## src/pkg/ces_pkg.sv

```systemverilog
package ces_pkg;

  // Register byte offsets
  localparam logic [5:0] OFS_CTRL       = 6'h00;
  localparam logic [5:0] OFS_STATE      = 6'h04;
  localparam logic [5:0] OFS_LAST_FATAL = 6'h08;
  localparam logic [5:0] OFS_TALLY      = 6'h0C;
  localparam logic [5:0] OFS_SPECIAL    = 6'h10;
  localparam logic [5:0] OFS_IRQ_STAT   = 6'h14;
  localparam logic [5:0] OFS_IRQ_MASK   = 6'h18;
  localparam logic [5:0] OFS_CFG_STORED = 6'h1C;
  localparam logic [5:0] OFS_IO_STATUS  = 6'h20;
  localparam logic [5:0] OFS_ERR_CODE   = 6'h24;

  // Control register fields
  localparam int CTRL_RESTART_BIT = 0;
  localparam int CTRL_MEMCLR_BIT  = 1;

  // Special memory error bits; event bits share this layout plus fatal
  localparam int SM_RUNTIME = 0;
  localparam int SM_POINTER = 1;
  localparam int SM_CFG     = 2;
  localparam int SM_COMPILE = 3;
  localparam int SM_W       = 4;
  localparam int EV_FATAL   = 4;
  localparam int EV_W       = 5;

  // Error codes reported to software
  localparam logic [7:0] CODE_NONE      = 8'h00;
  localparam logic [7:0] CODE_DIAG_FAIL = 8'h01;
  localparam logic [7:0] CODE_COMPILE   = 8'h02;
  localparam logic [7:0] CODE_POINTER   = 8'h03;
  localparam logic [7:0] CODE_RUNTIME   = 8'h04;
  localparam logic [7:0] CODE_CFG       = 8'h05;

  // Timing
  localparam int CLK_MHZ          = 25;
  localparam int DIAG_TIME_US     = 10;
  localparam int REFRESH_TIME_US  = 100;
  localparam int DIAG_CYCLES      = DIAG_TIME_US * CLK_MHZ;
  localparam int REFRESH_CYCLES   = REFRESH_TIME_US * CLK_MHZ;
  localparam int CNT_W            = 12;

  // Mode selector encoding
  localparam logic [1:0] MODE_STOP   = 2'h0;
  localparam logic [1:0] MODE_RUN    = 2'h1;
  localparam logic [1:0] MODE_REMOTE = 2'h2;

  // Bus answers
  localparam logic [1:0] RESP_OKAY   = 2'h0;
  localparam logic [1:0] RESP_SLVERR = 2'h2;

  typedef enum logic [1:0]
  {
    ST_DIAG  = 2'b00,
    ST_RUN   = 2'b01,
    ST_STOP  = 2'b10,
    ST_FATAL = 2'b11
  } ces_state_type;

endpackage

```

## src/verilog/ces_sync.sv

```systemverilog
`timescale 1ns/100ps
module ces_sync
  import ces_pkg::*;
#(
  parameter int W = 1
)
(
  input  wire logic         clk,
  input  wire logic         rst,
  input  wire logic [W-1:0] din,
  output logic      [W-1:0] dout
);

  logic [W-1:0] stage1;

  // Two flops; only the second stage leaves this module
  always_ff @(posedge clk or posedge rst)
  begin
    if (rst)
    begin
      stage1 <= '0;
      dout   <= '0;
    end
    else
    begin
      stage1 <= din;
      dout   <= stage1;
    end
  end

endmodule

```

## src/verilog/ces_supervisor.sv

```systemverilog
// Summary of operation
// - Fatal error halts program, enters stop, lights fault and stop, outputs off.
// - Fatal stop condition holds until a restart occurs.
// - Restart on power cycle, run/remote to stop switch, or host reset command.
// - Restart clears fatal and runs diagnostics; failure sets fault again, else resumes.
// - Last fatal code kept readable while RAM is retained.
// - Last fatal code cleared on full memory clear or RAM loss.
// - Fatal tally since last full clear kept while RAM is retained.
// - Fatal tally zeroed on full memory clear or RAM loss.
// - Non-fatal errors in run are reflected in readable special memory bits.
// - At startup the I/O configuration is stored in system data and special memory.
// - In normal operation the I/O status in special memory is refreshed periodically.
// - Configuration mismatch sets changed flag and stops module updates.
// - Changed flag clears only when I/O matches stored configuration again.
// - Compile violation aborts download, reports a code, keeps old program.
// - Pointer out of range is a non-fatal run-time error, recorded for host.
// - Non-fatal errors never stop; logged in special memory, execution continues.
//
// Chosen here: the placing of the registers and the AXI4-Lite interface to the registers.
`timescale 1ns/100ps
module ces_supervisor
  import ces_pkg::*;
#(
  parameter int IO_W    = 8,
  parameter int TALLY_W = 16
)
(
  input  wire logic            clk,
  input  wire logic            rst,
  input  wire logic [5:0]      awaddr,
  input  wire logic            awvalid,
  output logic                 awready,
  input  wire logic [31:0]     wdata,
  input  wire logic [3:0]      wstrb,
  input  wire logic            wvalid,
  output logic                 wready,
  output logic [1:0]           bresp,
  output logic                 bvalid,
  input  wire logic            bready,
  input  wire logic [5:0]      araddr,
  input  wire logic            arvalid,
  output logic                 arready,
  output logic [31:0]          rdata,
  output logic [1:0]           rresp,
  output logic                 rvalid,
  input  wire logic            rready,
  input  wire logic [1:0]      mode_sel,
  input  wire logic            power_cycle,
  input  wire logic            ram_lost,
  input  wire logic            diag_fail,
  input  wire logic [IO_W-1:0] io_config,
  input  wire logic            fatal_event,
  input  wire logic [7:0]      fatal_code,
  input  wire logic            runtime_err,
  input  wire logic            pointer_err,
  input  wire logic            dl_done,
  input  wire logic            dl_violation,
  output logic                 outputs_enable,
  output logic                 fault_led,
  output logic                 stop_led,
  output logic                 program_run,
  output logic                 module_update_en,
  output logic                 program_commit,
  output logic                 download_abort,
  output logic                 irq
);

  localparam int SYNC_W = IO_W + 5;
  localparam logic [CNT_W-1:0] DIAG_LOAD    = CNT_W'(DIAG_CYCLES - 1);
  localparam logic [CNT_W-1:0] REFRESH_LOAD = CNT_W'(REFRESH_CYCLES - 1);

  //////////////////////////////////////////////////////////////////////////////
  // Pin synchronisers

  logic [SYNC_W-1:0] sync_out;
  logic [1:0]        mode_s;
  logic              power_s;
  logic              ram_lost_s;
  logic              diag_fail_s;
  logic [IO_W-1:0]   io_cfg_s;

  ces_sync #(.W(SYNC_W)) u_sync
  (
    .clk  (clk),
    .rst  (rst),
    .din  ({mode_sel, power_cycle, ram_lost, diag_fail, io_config}),
    .dout (sync_out)
  );

  assign {mode_s, power_s, ram_lost_s, diag_fail_s, io_cfg_s} = sync_out;

  //////////////////////////////////////////////////////////////////////////////
  // AXI4-Lite slave

  logic        aw_full;
  logic        w_full;
  logic [5:0]  wr_addr;
  logic [31:0] wr_data;
  logic        wr_lane0;
  logic        next_aw_full;
  logic        next_w_full;
  logic [5:0]  next_wr_addr;
  logic [31:0] next_wr_data;
  logic        next_wr_lane0;
  logic        next_bvalid;
  logic [1:0]  next_bresp;
  logic        next_rvalid;
  logic [31:0] next_rdata;
  logic [1:0]  next_rresp;
  logic        wr_fire;
  logic        wr_ok;
  logic        map_wr;
  logic        map_rd;
  logic [31:0] rd_mux;

  // State registers used by the read mux
  ces_state_type        state;
  logic [7:0]           last_fatal;
  logic [TALLY_W-1:0]   tally;
  logic [IO_W-1:0]      cfg_stored;
  logic [SM_W-1:0]      special_memory;
  logic [IO_W-1:0]      io_status;
  logic [EV_W-1:0]      irq_stat;
  logic [EV_W-1:0]      irq_mask;
  logic [7:0]           err_code;

  assign awready = !aw_full;
  assign wready  = !w_full;
  assign arready = !rvalid;
  // Both halves held and no answer pending; a pending answer stalls new writes
  assign wr_fire = aw_full && w_full && !bvalid;
  assign map_wr  = (wr_addr == OFS_CTRL) || (wr_addr == OFS_SPECIAL) ||
                   (wr_addr == OFS_IRQ_STAT) || (wr_addr == OFS_IRQ_MASK);
  assign wr_ok   = wr_fire && map_wr && wr_lane0;

  // Read decode; unmapped addresses answer SLVERR with zero data
  always_comb
  begin
    map_rd = 1'b1;
    rd_mux = 32'h0000_0000;
    case (araddr)
      OFS_CTRL       : rd_mux = 32'h0000_0000;
      OFS_STATE      : rd_mux = 32'(state);
      OFS_LAST_FATAL : rd_mux = 32'(last_fatal);
      OFS_TALLY      : rd_mux = 32'(tally);
      OFS_SPECIAL    : rd_mux = 32'(special_memory);
      OFS_IRQ_STAT   : rd_mux = 32'(irq_stat);
      OFS_IRQ_MASK   : rd_mux = 32'(irq_mask);
      OFS_CFG_STORED : rd_mux = 32'(cfg_stored);
      OFS_IO_STATUS  : rd_mux = 32'(io_status);
      OFS_ERR_CODE   : rd_mux = 32'(err_code);
      default        : map_rd = 1'b0;
    endcase
  end

  // Bus next-state
  always_comb
  begin
    next_aw_full  = aw_full;
    next_w_full   = w_full;
    next_wr_addr  = wr_addr;
    next_wr_data  = wr_data;
    next_wr_lane0 = wr_lane0;
    next_bvalid   = bvalid;
    next_bresp    = bresp;
    next_rvalid   = rvalid;
    next_rdata    = rdata;
    next_rresp    = rresp;
    if (awvalid && !aw_full)
    begin
      next_aw_full = 1'b1;
      next_wr_addr = {awaddr[5:2], 2'b00};
    end
    if (wvalid && !w_full)
    begin
      next_w_full   = 1'b1;
      next_wr_data  = wdata;
      next_wr_lane0 = wstrb[0];
    end
    if (bvalid && bready)
      next_bvalid = 1'b0;
    if (wr_fire)
    begin
      next_aw_full = 1'b0;
      next_w_full  = 1'b0;
      next_bvalid  = 1'b1;
      next_bresp   = map_wr ? RESP_OKAY : RESP_SLVERR;
    end
    if (rvalid && rready)
      next_rvalid = 1'b0;
    if (arvalid && !rvalid)
    begin
      next_rvalid = 1'b1;
      next_rdata  = rd_mux;
      next_rresp  = map_rd ? RESP_OKAY : RESP_SLVERR;
    end
  end

  always_ff @(posedge clk or posedge rst)
  begin
    if (rst)
    begin
      aw_full  <= 1'b0;
      w_full   <= 1'b0;
      wr_addr  <= 6'h00;
      wr_data  <= 32'h0000_0000;
      wr_lane0 <= 1'b0;
      bvalid   <= 1'b0;
      bresp    <= RESP_OKAY;
      rvalid   <= 1'b0;
      rdata    <= 32'h0000_0000;
      rresp    <= RESP_OKAY;
    end
    else
    begin
      aw_full  <= next_aw_full;
      w_full   <= next_w_full;
      wr_addr  <= next_wr_addr;
      wr_data  <= next_wr_data;
      wr_lane0 <= next_wr_lane0;
      bvalid   <= next_bvalid;
      bresp    <= next_bresp;
      rvalid   <= next_rvalid;
      rdata    <= next_rdata;
      rresp    <= next_rresp;
    end
  end

  //////////////////////////////////////////////////////////////////////////////
  // Operating state, diagnostics and fatal records

  ces_state_type      next_state;
  logic [CNT_W-1:0]   diag_cnt;
  logic [CNT_W-1:0]   next_diag_cnt;
  logic [1:0]         mode_prev;
  logic               power_prev;
  logic [7:0]         next_last_fatal;
  logic [TALLY_W-1:0] next_tally;
  logic [IO_W-1:0]    next_cfg_stored;
  logic               restart;
  logic               mem_clear;
  logic               mode_active;
  logic               fatal_now;
  logic               diag_done;

  assign mode_active = (mode_s == MODE_RUN) || (mode_s == MODE_REMOTE);
  // Power rise, switch to stop from run/remote, or host command
  assign restart   = (power_s && !power_prev) ||
                     (((mode_prev == MODE_RUN) || (mode_prev == MODE_REMOTE)) && (mode_s == MODE_STOP)) ||
                     (wr_ok && (wr_addr == OFS_CTRL) && wr_data[CTRL_RESTART_BIT]);
  // Full clear by software, or RAM not kept over the outage
  assign mem_clear = (wr_ok && (wr_addr == OFS_CTRL) && wr_data[CTRL_MEMCLR_BIT]) ||
                     (power_s && !power_prev && ram_lost_s);
  assign diag_done = (state == ST_DIAG) && (diag_cnt == '0) && !restart;
  assign fatal_now = (state != ST_FATAL) && !restart &&
                     (fatal_event || (diag_done && diag_fail_s));

  always_comb
  begin
    next_state      = state;
    next_diag_cnt   = diag_cnt;
    next_last_fatal = last_fatal;
    next_tally      = tally;
    next_cfg_stored = cfg_stored;
    if (mem_clear)
    begin
      next_last_fatal = CODE_NONE;
      next_tally      = '0;
    end
    if (restart)
    begin
      // Fatal is dropped here; diagnostics decide whether it comes back
      next_state    = ST_DIAG;
      next_diag_cnt = DIAG_LOAD;
    end
    else if (fatal_now)
    begin
      next_state      = ST_FATAL;
      next_last_fatal = fatal_event ? fatal_code : CODE_DIAG_FAIL;
      next_tally      = tally + 1'b1;
    end
    else
    begin
      case (state)
        ST_DIAG :
        begin
          if (diag_cnt != '0)
            next_diag_cnt = diag_cnt - 1'b1;
          else
          begin
            next_cfg_stored = io_cfg_s;
            next_state      = mode_active ? ST_RUN : ST_STOP;
          end
        end
        ST_RUN   : next_state = mode_active ? ST_RUN : ST_STOP;
        ST_STOP  : next_state = mode_active ? ST_RUN : ST_STOP;
        ST_FATAL : next_state = ST_FATAL;
        default  : next_state = ST_DIAG;
      endcase
    end
  end

  // Power-up enters diagnostics; records start empty after a true reset
  always_ff @(posedge clk or posedge rst)
  begin
    if (rst)
    begin
      state          <= ST_DIAG;
      diag_cnt       <= DIAG_LOAD;
      mode_prev      <= MODE_STOP;
      power_prev     <= 1'b0;
      last_fatal     <= CODE_NONE;
      tally          <= '0;
      cfg_stored     <= '0;
      outputs_enable <= 1'b0;
      fault_led      <= 1'b0;
      stop_led       <= 1'b1;
      program_run    <= 1'b0;
    end
    else
    begin
      state          <= next_state;
      diag_cnt       <= next_diag_cnt;
      mode_prev      <= mode_s;
      power_prev     <= power_s;
      last_fatal     <= next_last_fatal;
      tally          <= next_tally;
      cfg_stored     <= next_cfg_stored;
      outputs_enable <= (next_state == ST_RUN);
      fault_led      <= (next_state == ST_FATAL);
      stop_led       <= (next_state != ST_RUN);
      program_run    <= (next_state == ST_RUN);
    end
  end

  //////////////////////////////////////////////////////////////////////////////
  // Non-fatal logging, I/O refresh, download checks, interrupts

  logic [SM_W-1:0]  next_special_memory;
  logic [IO_W-1:0]  next_io_status;
  logic [CNT_W-1:0] refresh_cnt;
  logic [CNT_W-1:0] next_refresh_cnt;
  logic [7:0]       next_err_code;
  logic [EV_W-1:0]  next_irq_stat;
  logic [EV_W-1:0]  next_irq_mask;
  logic [EV_W-1:0]  events;
  logic             dl_bad;
  logic             next_dl_bad;
  logic             refresh_tick;
  logic             in_run;
  logic             w1c_sm;
  logic             w1c_irq;

  assign in_run       = (state == ST_RUN);
  assign refresh_tick = (state != ST_DIAG) && (refresh_cnt == '0);
  assign w1c_sm       = wr_ok && (wr_addr == OFS_SPECIAL);
  assign w1c_irq      = wr_ok && (wr_addr == OFS_IRQ_STAT);

  always_comb
  begin
    next_special_memory = special_memory;
    next_io_status      = io_status;
    next_refresh_cnt    = refresh_cnt;
    next_err_code       = err_code;
    next_irq_mask       = irq_mask;
    next_dl_bad         = dl_bad;
    events              = '0;
    // Software clear first so that a same-cycle hardware set wins
    if (w1c_sm)
    begin
      next_special_memory[SM_RUNTIME] = special_memory[SM_RUNTIME] & ~wr_data[SM_RUNTIME];
      next_special_memory[SM_POINTER] = special_memory[SM_POINTER] & ~wr_data[SM_POINTER];
      next_special_memory[SM_COMPILE] = special_memory[SM_COMPILE] & ~wr_data[SM_COMPILE];
    end
    if (wr_ok && (wr_addr == OFS_IRQ_MASK))
      next_irq_mask = wr_data[EV_W-1:0];
    // Run-time errors only logged while running; program keeps going
    if (in_run && runtime_err)
    begin
      next_special_memory[SM_RUNTIME] = 1'b1;
      next_err_code                   = CODE_RUNTIME;
      events[SM_RUNTIME]              = 1'b1;
    end
    if (in_run && pointer_err)
    begin
      next_special_memory[SM_POINTER] = 1'b1;
      next_err_code                   = CODE_POINTER;
      events[SM_POINTER]              = 1'b1;
    end
    // Periodic sample; a mismatch freezes module updates until it matches again
    if (state == ST_DIAG)
    begin
      next_refresh_cnt = REFRESH_LOAD;
      next_io_status   = io_cfg_s;
    end
    else if (refresh_tick)
    begin
      next_refresh_cnt = REFRESH_LOAD;
      next_io_status   = io_cfg_s;
      if (io_cfg_s != cfg_stored)
      begin
        next_special_memory[SM_CFG] = 1'b1;
        events[SM_CFG]              = !special_memory[SM_CFG];
        next_err_code               = special_memory[SM_CFG] ? err_code : CODE_CFG;
      end
      else
        next_special_memory[SM_CFG] = 1'b0;
    end
    else
      next_refresh_cnt = refresh_cnt - 1'b1;
    // A violation poisons the whole download; the stored program is not touched
    if (dl_violation)
    begin
      next_dl_bad                     = 1'b1;
      next_special_memory[SM_COMPILE] = 1'b1;
      next_err_code                   = CODE_COMPILE;
      events[SM_COMPILE]              = !dl_bad;
    end
    if (dl_done)
      next_dl_bad = 1'b0;
    events[EV_FATAL] = fatal_now;
    next_irq_stat    = (irq_stat & ~(w1c_irq ? wr_data[EV_W-1:0] : '0)) | events;
  end

  always_ff @(posedge clk or posedge rst)
  begin
    if (rst)
    begin
      special_memory   <= '0;
      io_status        <= '0;
      refresh_cnt      <= REFRESH_LOAD;
      err_code         <= CODE_NONE;
      irq_stat         <= '0;
      irq_mask         <= '0;
      dl_bad           <= 1'b0;
      program_commit   <= 1'b0;
      download_abort   <= 1'b0;
      module_update_en <= 1'b0;
      irq              <= 1'b0;
    end
    else
    begin
      special_memory   <= next_special_memory;
      io_status        <= next_io_status;
      refresh_cnt      <= next_refresh_cnt;
      err_code         <= next_err_code;
      irq_stat         <= next_irq_stat;
      irq_mask         <= next_irq_mask;
      dl_bad           <= next_dl_bad;
      // Commit only a clean download; otherwise the old program stays
      program_commit   <= dl_done && !dl_bad && !dl_violation;
      download_abort   <= dl_violation && !dl_bad;
      module_update_en <= (next_state == ST_RUN) && !next_special_memory[SM_CFG];
      irq              <= |(next_irq_stat & next_irq_mask);
    end
  end

endmodule

```

## config.mk

```make
export PLATFORM = sky130hd
export DESIGN_NAME = ces_supervisor
export DESIGN_NICKNAME = d
export VERILOG_FILES = /design/src/pkg/ces_pkg.sv /design/src/verilog/ces_sync.sv /design/src/verilog/ces_supervisor.sv
export SDC_FILE = /design/constraint.sdc
export NUM_CORES = 1
export LEC_CHECK = 0
export ABC_AREA = 0
export BUFFER_PORTS_ARGS = -buffer_cell sky130_fd_sc_hd__buf_2
export CAP_MARGIN = 20
export CELL_PAD_IN_SITES_DETAIL_PLACEMENT = 1
export CELL_PAD_IN_SITES_GLOBAL_PLACEMENT = 1
export CORE_MARGIN = 5
export CORE_UTILIZATION = 44
export DETAILED_ROUTE_END_ITERATION = 6
export MAX_ROUTING_LAYER = met4
export PLACE_DENSITY = 0.76
export SLEW_MARGIN = 25
export SYNTH_ARGS = -nofsm -noshare
export SYNTH_HDL_FRONTEND = slang
export SYNTH_HIERARCHICAL = 1
export SYNTH_SLANG_ARGS = --single-unit
```

## constraint.sdc

```tcl
create_clock -name clk -period 5.5 [get_ports clk]
set_clock_uncertainty 0.05 [all_clocks]
set_input_delay 0.825 -clock clk [delete_from_list [all_inputs] [get_ports clk]]
set_output_delay 0.825 -clock clk [all_outputs]
set_load 0.02 [all_outputs]
```

==> Word-level counts from Yosys, hierarchy flattened <==
Index checks and enable logic that the tools add are counted.
{ "op_classes": {"reduce_logical": 73, "muxes": 57, "bitwise": 13, "add_sub_neg": 3, "eq_ne": 26} }
{ "op_table": {"columns": ["cell", "count"], "rows": [
  ["$pmux 16 s9", 1],
  ["$mux 8", 13],
  ["$mux 12", 6],
  ["$mux 16", 3],
  ["$logic_and 1x1->1", 30],
  ["$eq 6x5->1 const B", 4],
  ["$logic_not 12->1", 2],
  ["$mux 1", 24],
  ["$reduce_bool 2->1", 12],
  ["$sub 12x1->12 const B", 2],
  ["$add 16x1->16 const B", 1],
  ["$mux 2", 7],
  ["$eq 4x3->1 const B", 3],
  ["$eq 6x4->1 const B", 2],
  ["$eq 6x6->1 const B", 2],
  ["$logic_not 6->1", 2],
  ["$reduce_bool 12->1", 1],
  ["$and 5x5->5", 2],
  ["$eq 2x2->1 const B", 5],
  ["$logic_not 1->1", 10],
  ["$mux 5", 2],
  ["$reduce_or 10->1", 1],
  ["$logic_or 1x1->1", 9],
  ["$eq 2x1->1 const B", 4],
  ["other kinds (15)", 24]
]} }
{ "word_totals": {"input_bits": 81, "output_inout_bits": 49, "elab_cells": 208, "reg_bits": 175} }

==> Depth between registers and ports, before layout <==
{ "logic_depth": {"depth_word": 18, "ltp_mapped": 10} }

==> Hierarchy <==
Netlist, hierarchy kept.
{ "modules_own_cells": {"columns": ["mod", "seq_area_each_um2", "cells_each", "area_per_inst_um2", "instances"], "rows": [
  ["ces_supervisor", 3294.4, 603, 6458.7, 1],
  ["ces_sync", 650.6, 27, 654.4, 1]
]} }

==> Least setup slack after synthesis <==
No wires, ideal clock.
{ "synth_path": {"kind": "input-to-reg", "startpoint": "in araddr[3]", "endpoint": "reg rdata[10]", "setup_time_ns": 0.066, "cell_stages": 7, "setup_slack_ns": 2.843, "n_path_buf": 2, "arrival_time_ns": 2.541, "path_cell_list": "clkbuf_1 > o21ai_0 > or4b_1 > nor2_1 > and2_1 > clkbuf_1 > a22o_1"} }
{ "synth_via": {"elab_chain_cells": 2, "word_cells_on_any_way": 10, "classes_between": "eq/ne: 9; mux: 1"} }
{ "synth_rtl": {"columns": ["item", "line", "rtl"], "rows": [
  ["start: declaration", "ces_supervisor.sv:40", "input wire logic [5:0] araddr,"],
  ["$eq 6x6->1 (tied with other cells)", "ces_supervisor.sv:141", "case (araddr)"],
  ["$pmux 16 s9 (*)", "ces_supervisor.sv:141", null],
  ["end signal: assignment", "ces_supervisor.sv:224", "rdata <= next_rdata;"],
  ["end: declaration", "ces_supervisor.sv:43", "output logic [31:0] rdata,"]
]} }
Mark *: on every way between the ends. The rest lies on a longest branch, timed or not.
A chain may end at the register's enable or synchronous reset.

==> Worst setup path after layout <==
{ "layout_path": {"startpoint": "reg diag_cnt[2]", "endpoint": "reg tally[12]"} }
{ "layout_via": {"elab_chain_cells": 8} }
{ "layout_rtl": {"columns": ["item", "line", "rtl"], "rows": [
  ["start: declaration", "ces_supervisor.sv:233", "logic [CNT_W-1:0] diag_cnt;"],
  ["start signal: assignment", "ces_supervisor.sv:323", "diag_cnt <= next_diag_cnt;"],
  ["$logic_not 12->1", "ces_supervisor.sv:254", "assign diag_done = (state == ST_DIAG) && (diag_cnt == '0) && !restart;"],
  ["$logic_and 1x1->1 (2 in series)", "ces_supervisor.sv:254", null],
  ["$logic_and 1x1->1", "ces_supervisor.sv:256", "(fatal_event || (diag_done && diag_fail_s));"],
  ["$logic_or 1x1->1", "ces_supervisor.sv:256", null],
  ["$logic_and 1x1->1", "ces_supervisor.sv:255", "assign fatal_now = (state != ST_FATAL) && !restart &&"],
  ["$mux 16", "ces_supervisor.sv:276", "else if (fatal_now)"],
  ["$mux 16", "ces_supervisor.sv:270", "if (restart)"],
  ["net next_tally[12]", "ces_supervisor.sv:238", "logic [TALLY_W-1:0] next_tally;"],
  ["end signal: assignment", "ces_supervisor.sv:327", "tally <= next_tally;"],
  ["end: declaration", "ces_supervisor.sv:119", "logic [TALLY_W-1:0] tally;"]
]} }
The timed path passes the listed nets, and every way through them passes these cells.

==> summary.md <==
| Metric | Value |
|---|---|
| Status | `finished, violations left` |
| Failing checks | `DRC` |
| Largest net degree at the start of global routing | `between 50 and 60` |
| Worst-Skew Late Latency | `0.43 ns` |
| First-pass GRT wire length | `29600 microns` |
| Critical path, cell by cell | `or4_4 -> o41ai_2 -> nand3_1 -> or4_1 -> o211ai_1` |
| Fin. Hold Viols | `0` |
| Fmax | `322 MHz` |
| Worst setup path start | `diag_cnt[2]` |
| Antenna diode count | `0` |
| Die Ht | `137 microns` |
| Post CTS Setup Buffer Count | `0` |
| # nets final | `around 800` |
| Slowest stage delay, CP | `0.71 ns` |
| Drt initial violations | `294` |
| GP Congestion | `0.869` |
| Layout area overhead | `16.2%` |
| Post_cts resized | `0` |
| Max IR drop VDD | `around 0.23 mV` |
| Setup ws final | `2.39 ns` |
| Crit Reg-Reg Startpoint | `diag_cnt[2]` |
| Post-place setup slack | `between 2 and 2.5 ns` |
| DRT Wirelength | `18400 microns` |
| Post-synth EDFFs | `0` |
| Min cycle time layout | `~3.1 ns` |
| Design Area, Final | `approximately 0.0083 sq mm` |
| Worst R2R End | `tally[12]` |
| Sink Count | `157` |
| Cell taking the most area after synthesis | `dfrtp_1` |
| Crit path required time | `5.79 ns` |
| Static leakage | `3.82 nW` |
| Port-buffer cells | `~80` |
| CP Capture Type | `flop` |
| Largest fanout on the critical path | `21` |
| Unrepaired setup endpoints after global routing | `false` |
| Setup crit start kind | `flop` |
| Std-Cell Rows | `46` |
| Post-DP HPWL | `13200 microns` |
| Top-Level Pins | `130` |
| Most common cell in the synthesized netlist | `dfrtp_1` |
| Ys async rst share | `between 90% and 100%` |
| Syn_area_per_cell | `between 10 and 15 sq um` |
| Wirelength per Cell | `19.6 microns` |
| Setup TNS | `0 ns` |
| FF-to-FF path depth | `5` |
| Antenna Nets Post-Route | `0` |
| Sequential share of the synthesized area | `55.5%` |
| Total power | `3.60 mW` |
| Slowest CP cell | `or4_1` |
| Final setup vio count | `0` |
| Instance count on the critical path | `5` |
| Normalized max-slew margin | `41.7%` |
| Initial Util | `44.8%` |
| Worst path bufs/invs | `0` |
| Final global-route overflow total | `0` |
| Hold slack | `0.295 ns` |
| Die W | `137 microns` |
| Pwr Density | `435 mW/mm^2` |
| Overall Global Routing Usage | `21.1%` |
| Pre-antenna DRT Iters | `7` |
| Hold buffers post-CTS | `0` |
| Share of post-route cells with drive strength above 1 | `24.7%` |
| Top FF cell, synth | `dfrtp_1` |
| FF+latch count, synth | `157` |
| CTS clk-pin slew, worst paths | `about 0.060 ns` |
| Drc violations | `1` |
| Min-delay worst type | `flop to flop` |
| Longest Clk Path Bufs | `2` |
| Htree depth | `4` |
| Crit path to | `tally[12]` |
| CTS tree | `built` |
| Initial antenna violation count | `0` |
| Slew @ Worst Pin | `about 0.87 ns` |
| Mapped Cells | `630` |
| DP Area | `0.00764 sq mm` |
| Share of the synthesized area in the top cell type | `50.7%` |
| R2R Setup Slk | `2.39 ns` |
| Max-Cap Viols | `0` |
| Die Area | `around 0.019 sq mm` |
| WS Path Type | `flop to flop` |
| Via count | `5253` |
| Core area | `0.0159 sq mm` |
| Distinct cells, synth | `69` |
| Cell family with the largest share of critical-path delay | `simple AND/OR/NAND/NOR gates` |
| Area contributors post-synth | `dfrtp_1 (51%), dfstp_2 (4.8%), mux2_2 (4.6%)` |
| Mapped Area | `0.00711 sq mm` |
| Num CTS Buffers | `17` |
| Fin crit share | `56.6%` |
| Crit path DAT | `roughly 3.4 ns` |
| Root Driver | `clkbuf_16` |
| Synth Warn # | `6` |
| Routed vias/inst | `between 5 and 6` |
| Vias in the first global route | `between 5000 and 6000` |
| Most common library cells after synthesis | `dfrtp_1 (144), nand2_1 (52), nor2_1 (42)` |
| Slew Limit Fails | `0` |
[stage by stage]
stage	util, %	std cells
global route	52.0	936
finish	52.0	936
floorplan	-	647
global placement	48.1	904
CTS	52.0	936
detailed placement	48.1	904
[cells by family after synthesis]
| logic type | count (synthesis) | share of synthesized area [%] |
|---|---|---|
| fa+ha+maj | 8 | 1.37 |
| buf+inv | 67 | 4.64 |
| xor+xnor | 26 | 3.20 |
| mux | 40 | 6.49 |
| compound gates | 117 | 12.4 |
| simple gates | 214 | 16.4 |
| flops | 157 | 55.5 |
| other cells | 1 | 0.0527 |
[per-layer routing]
| layer | GRT usage (%) | routed length [microns] |
|---|---|---|
| met5 | - | 0 |
| met4 | 6.82 | 282 |
| met3 | 4.26 | 687 |
| met2 | 35.9 | 9450 |
| met1 | 25.1 | 7950 |
[final cells by class]
type,count,area (sq um)
clock buffers,23,488
clock inverters,9,133
repair buffers,82,418
inverters,26,100
well taps,216,270
fillers,1740,7620
multi-input cells,423,2910
flip-flops and latches,157,3950
[registers in the layout, summed over array words and instances, names as in the netlist, 2 cells and up]
signal / flops
rdata: 16
tally: 16
u_sync/dout: 13
u_sync/stage1: 13
diag_cnt: 12
refresh_cnt: 12
cfg_stored: 8
err_code: 8
io_status: 8
last_fatal: 8
irq_mask: 5
irq_stat: 5
wr_data: 5
special_memory: 4
wr_addr: 4
mode_prev: 2
state: 2
[worst min path at each step]
stage,start,end,slack (ns),depth (start not counted)
after floorplan,u_sync/stage1[0],u_sync/dout[0],0.28,0
after CTS,u_sync/stage1[10],u_sync/dout[10],0.30,0
after detailed placement,u_sync/stage1[10],u_sync/dout[10],0.29,0
after global placement,u_sync/stage1[0],u_sync/dout[0],0.28,0
after global routing,u_sync/stage1[10],u_sync/dout[10],0.31,0
final,u_sync/stage1[10],u_sync/dout[10],0.29,0
[placed cells by master, fill, tap and decap left out, types with 10 or more instances in the layout]
cell       synthesis  final
a22o_1            27     27
dfstp_2           13     13
nor2_1            42     42
buf_2              6     79
nand2_1           52     52
inv_1             26     24
conb_1             1     18
mux2_2            29     29
o21ai_0           21     21
nand4_1           11     11
clkbuf_16          0     17
dfrtp_1          144    144
a21oi_1           13     13
xor2_1            18     18
nor4_1            10     10
nand3_1           19     19
[where the power goes]
| group | internal [mW] | switching [mW] | leakage [nW] |
|---|---|---|---|
| Sequential | 1.38 | 0.186 | 1.95 |
| Combinational | 0.319 | 0.480 | 1.57 |
| Clock | 0.763 | 0.469 | 0.300 |
(Power assumes the default switching activity.)
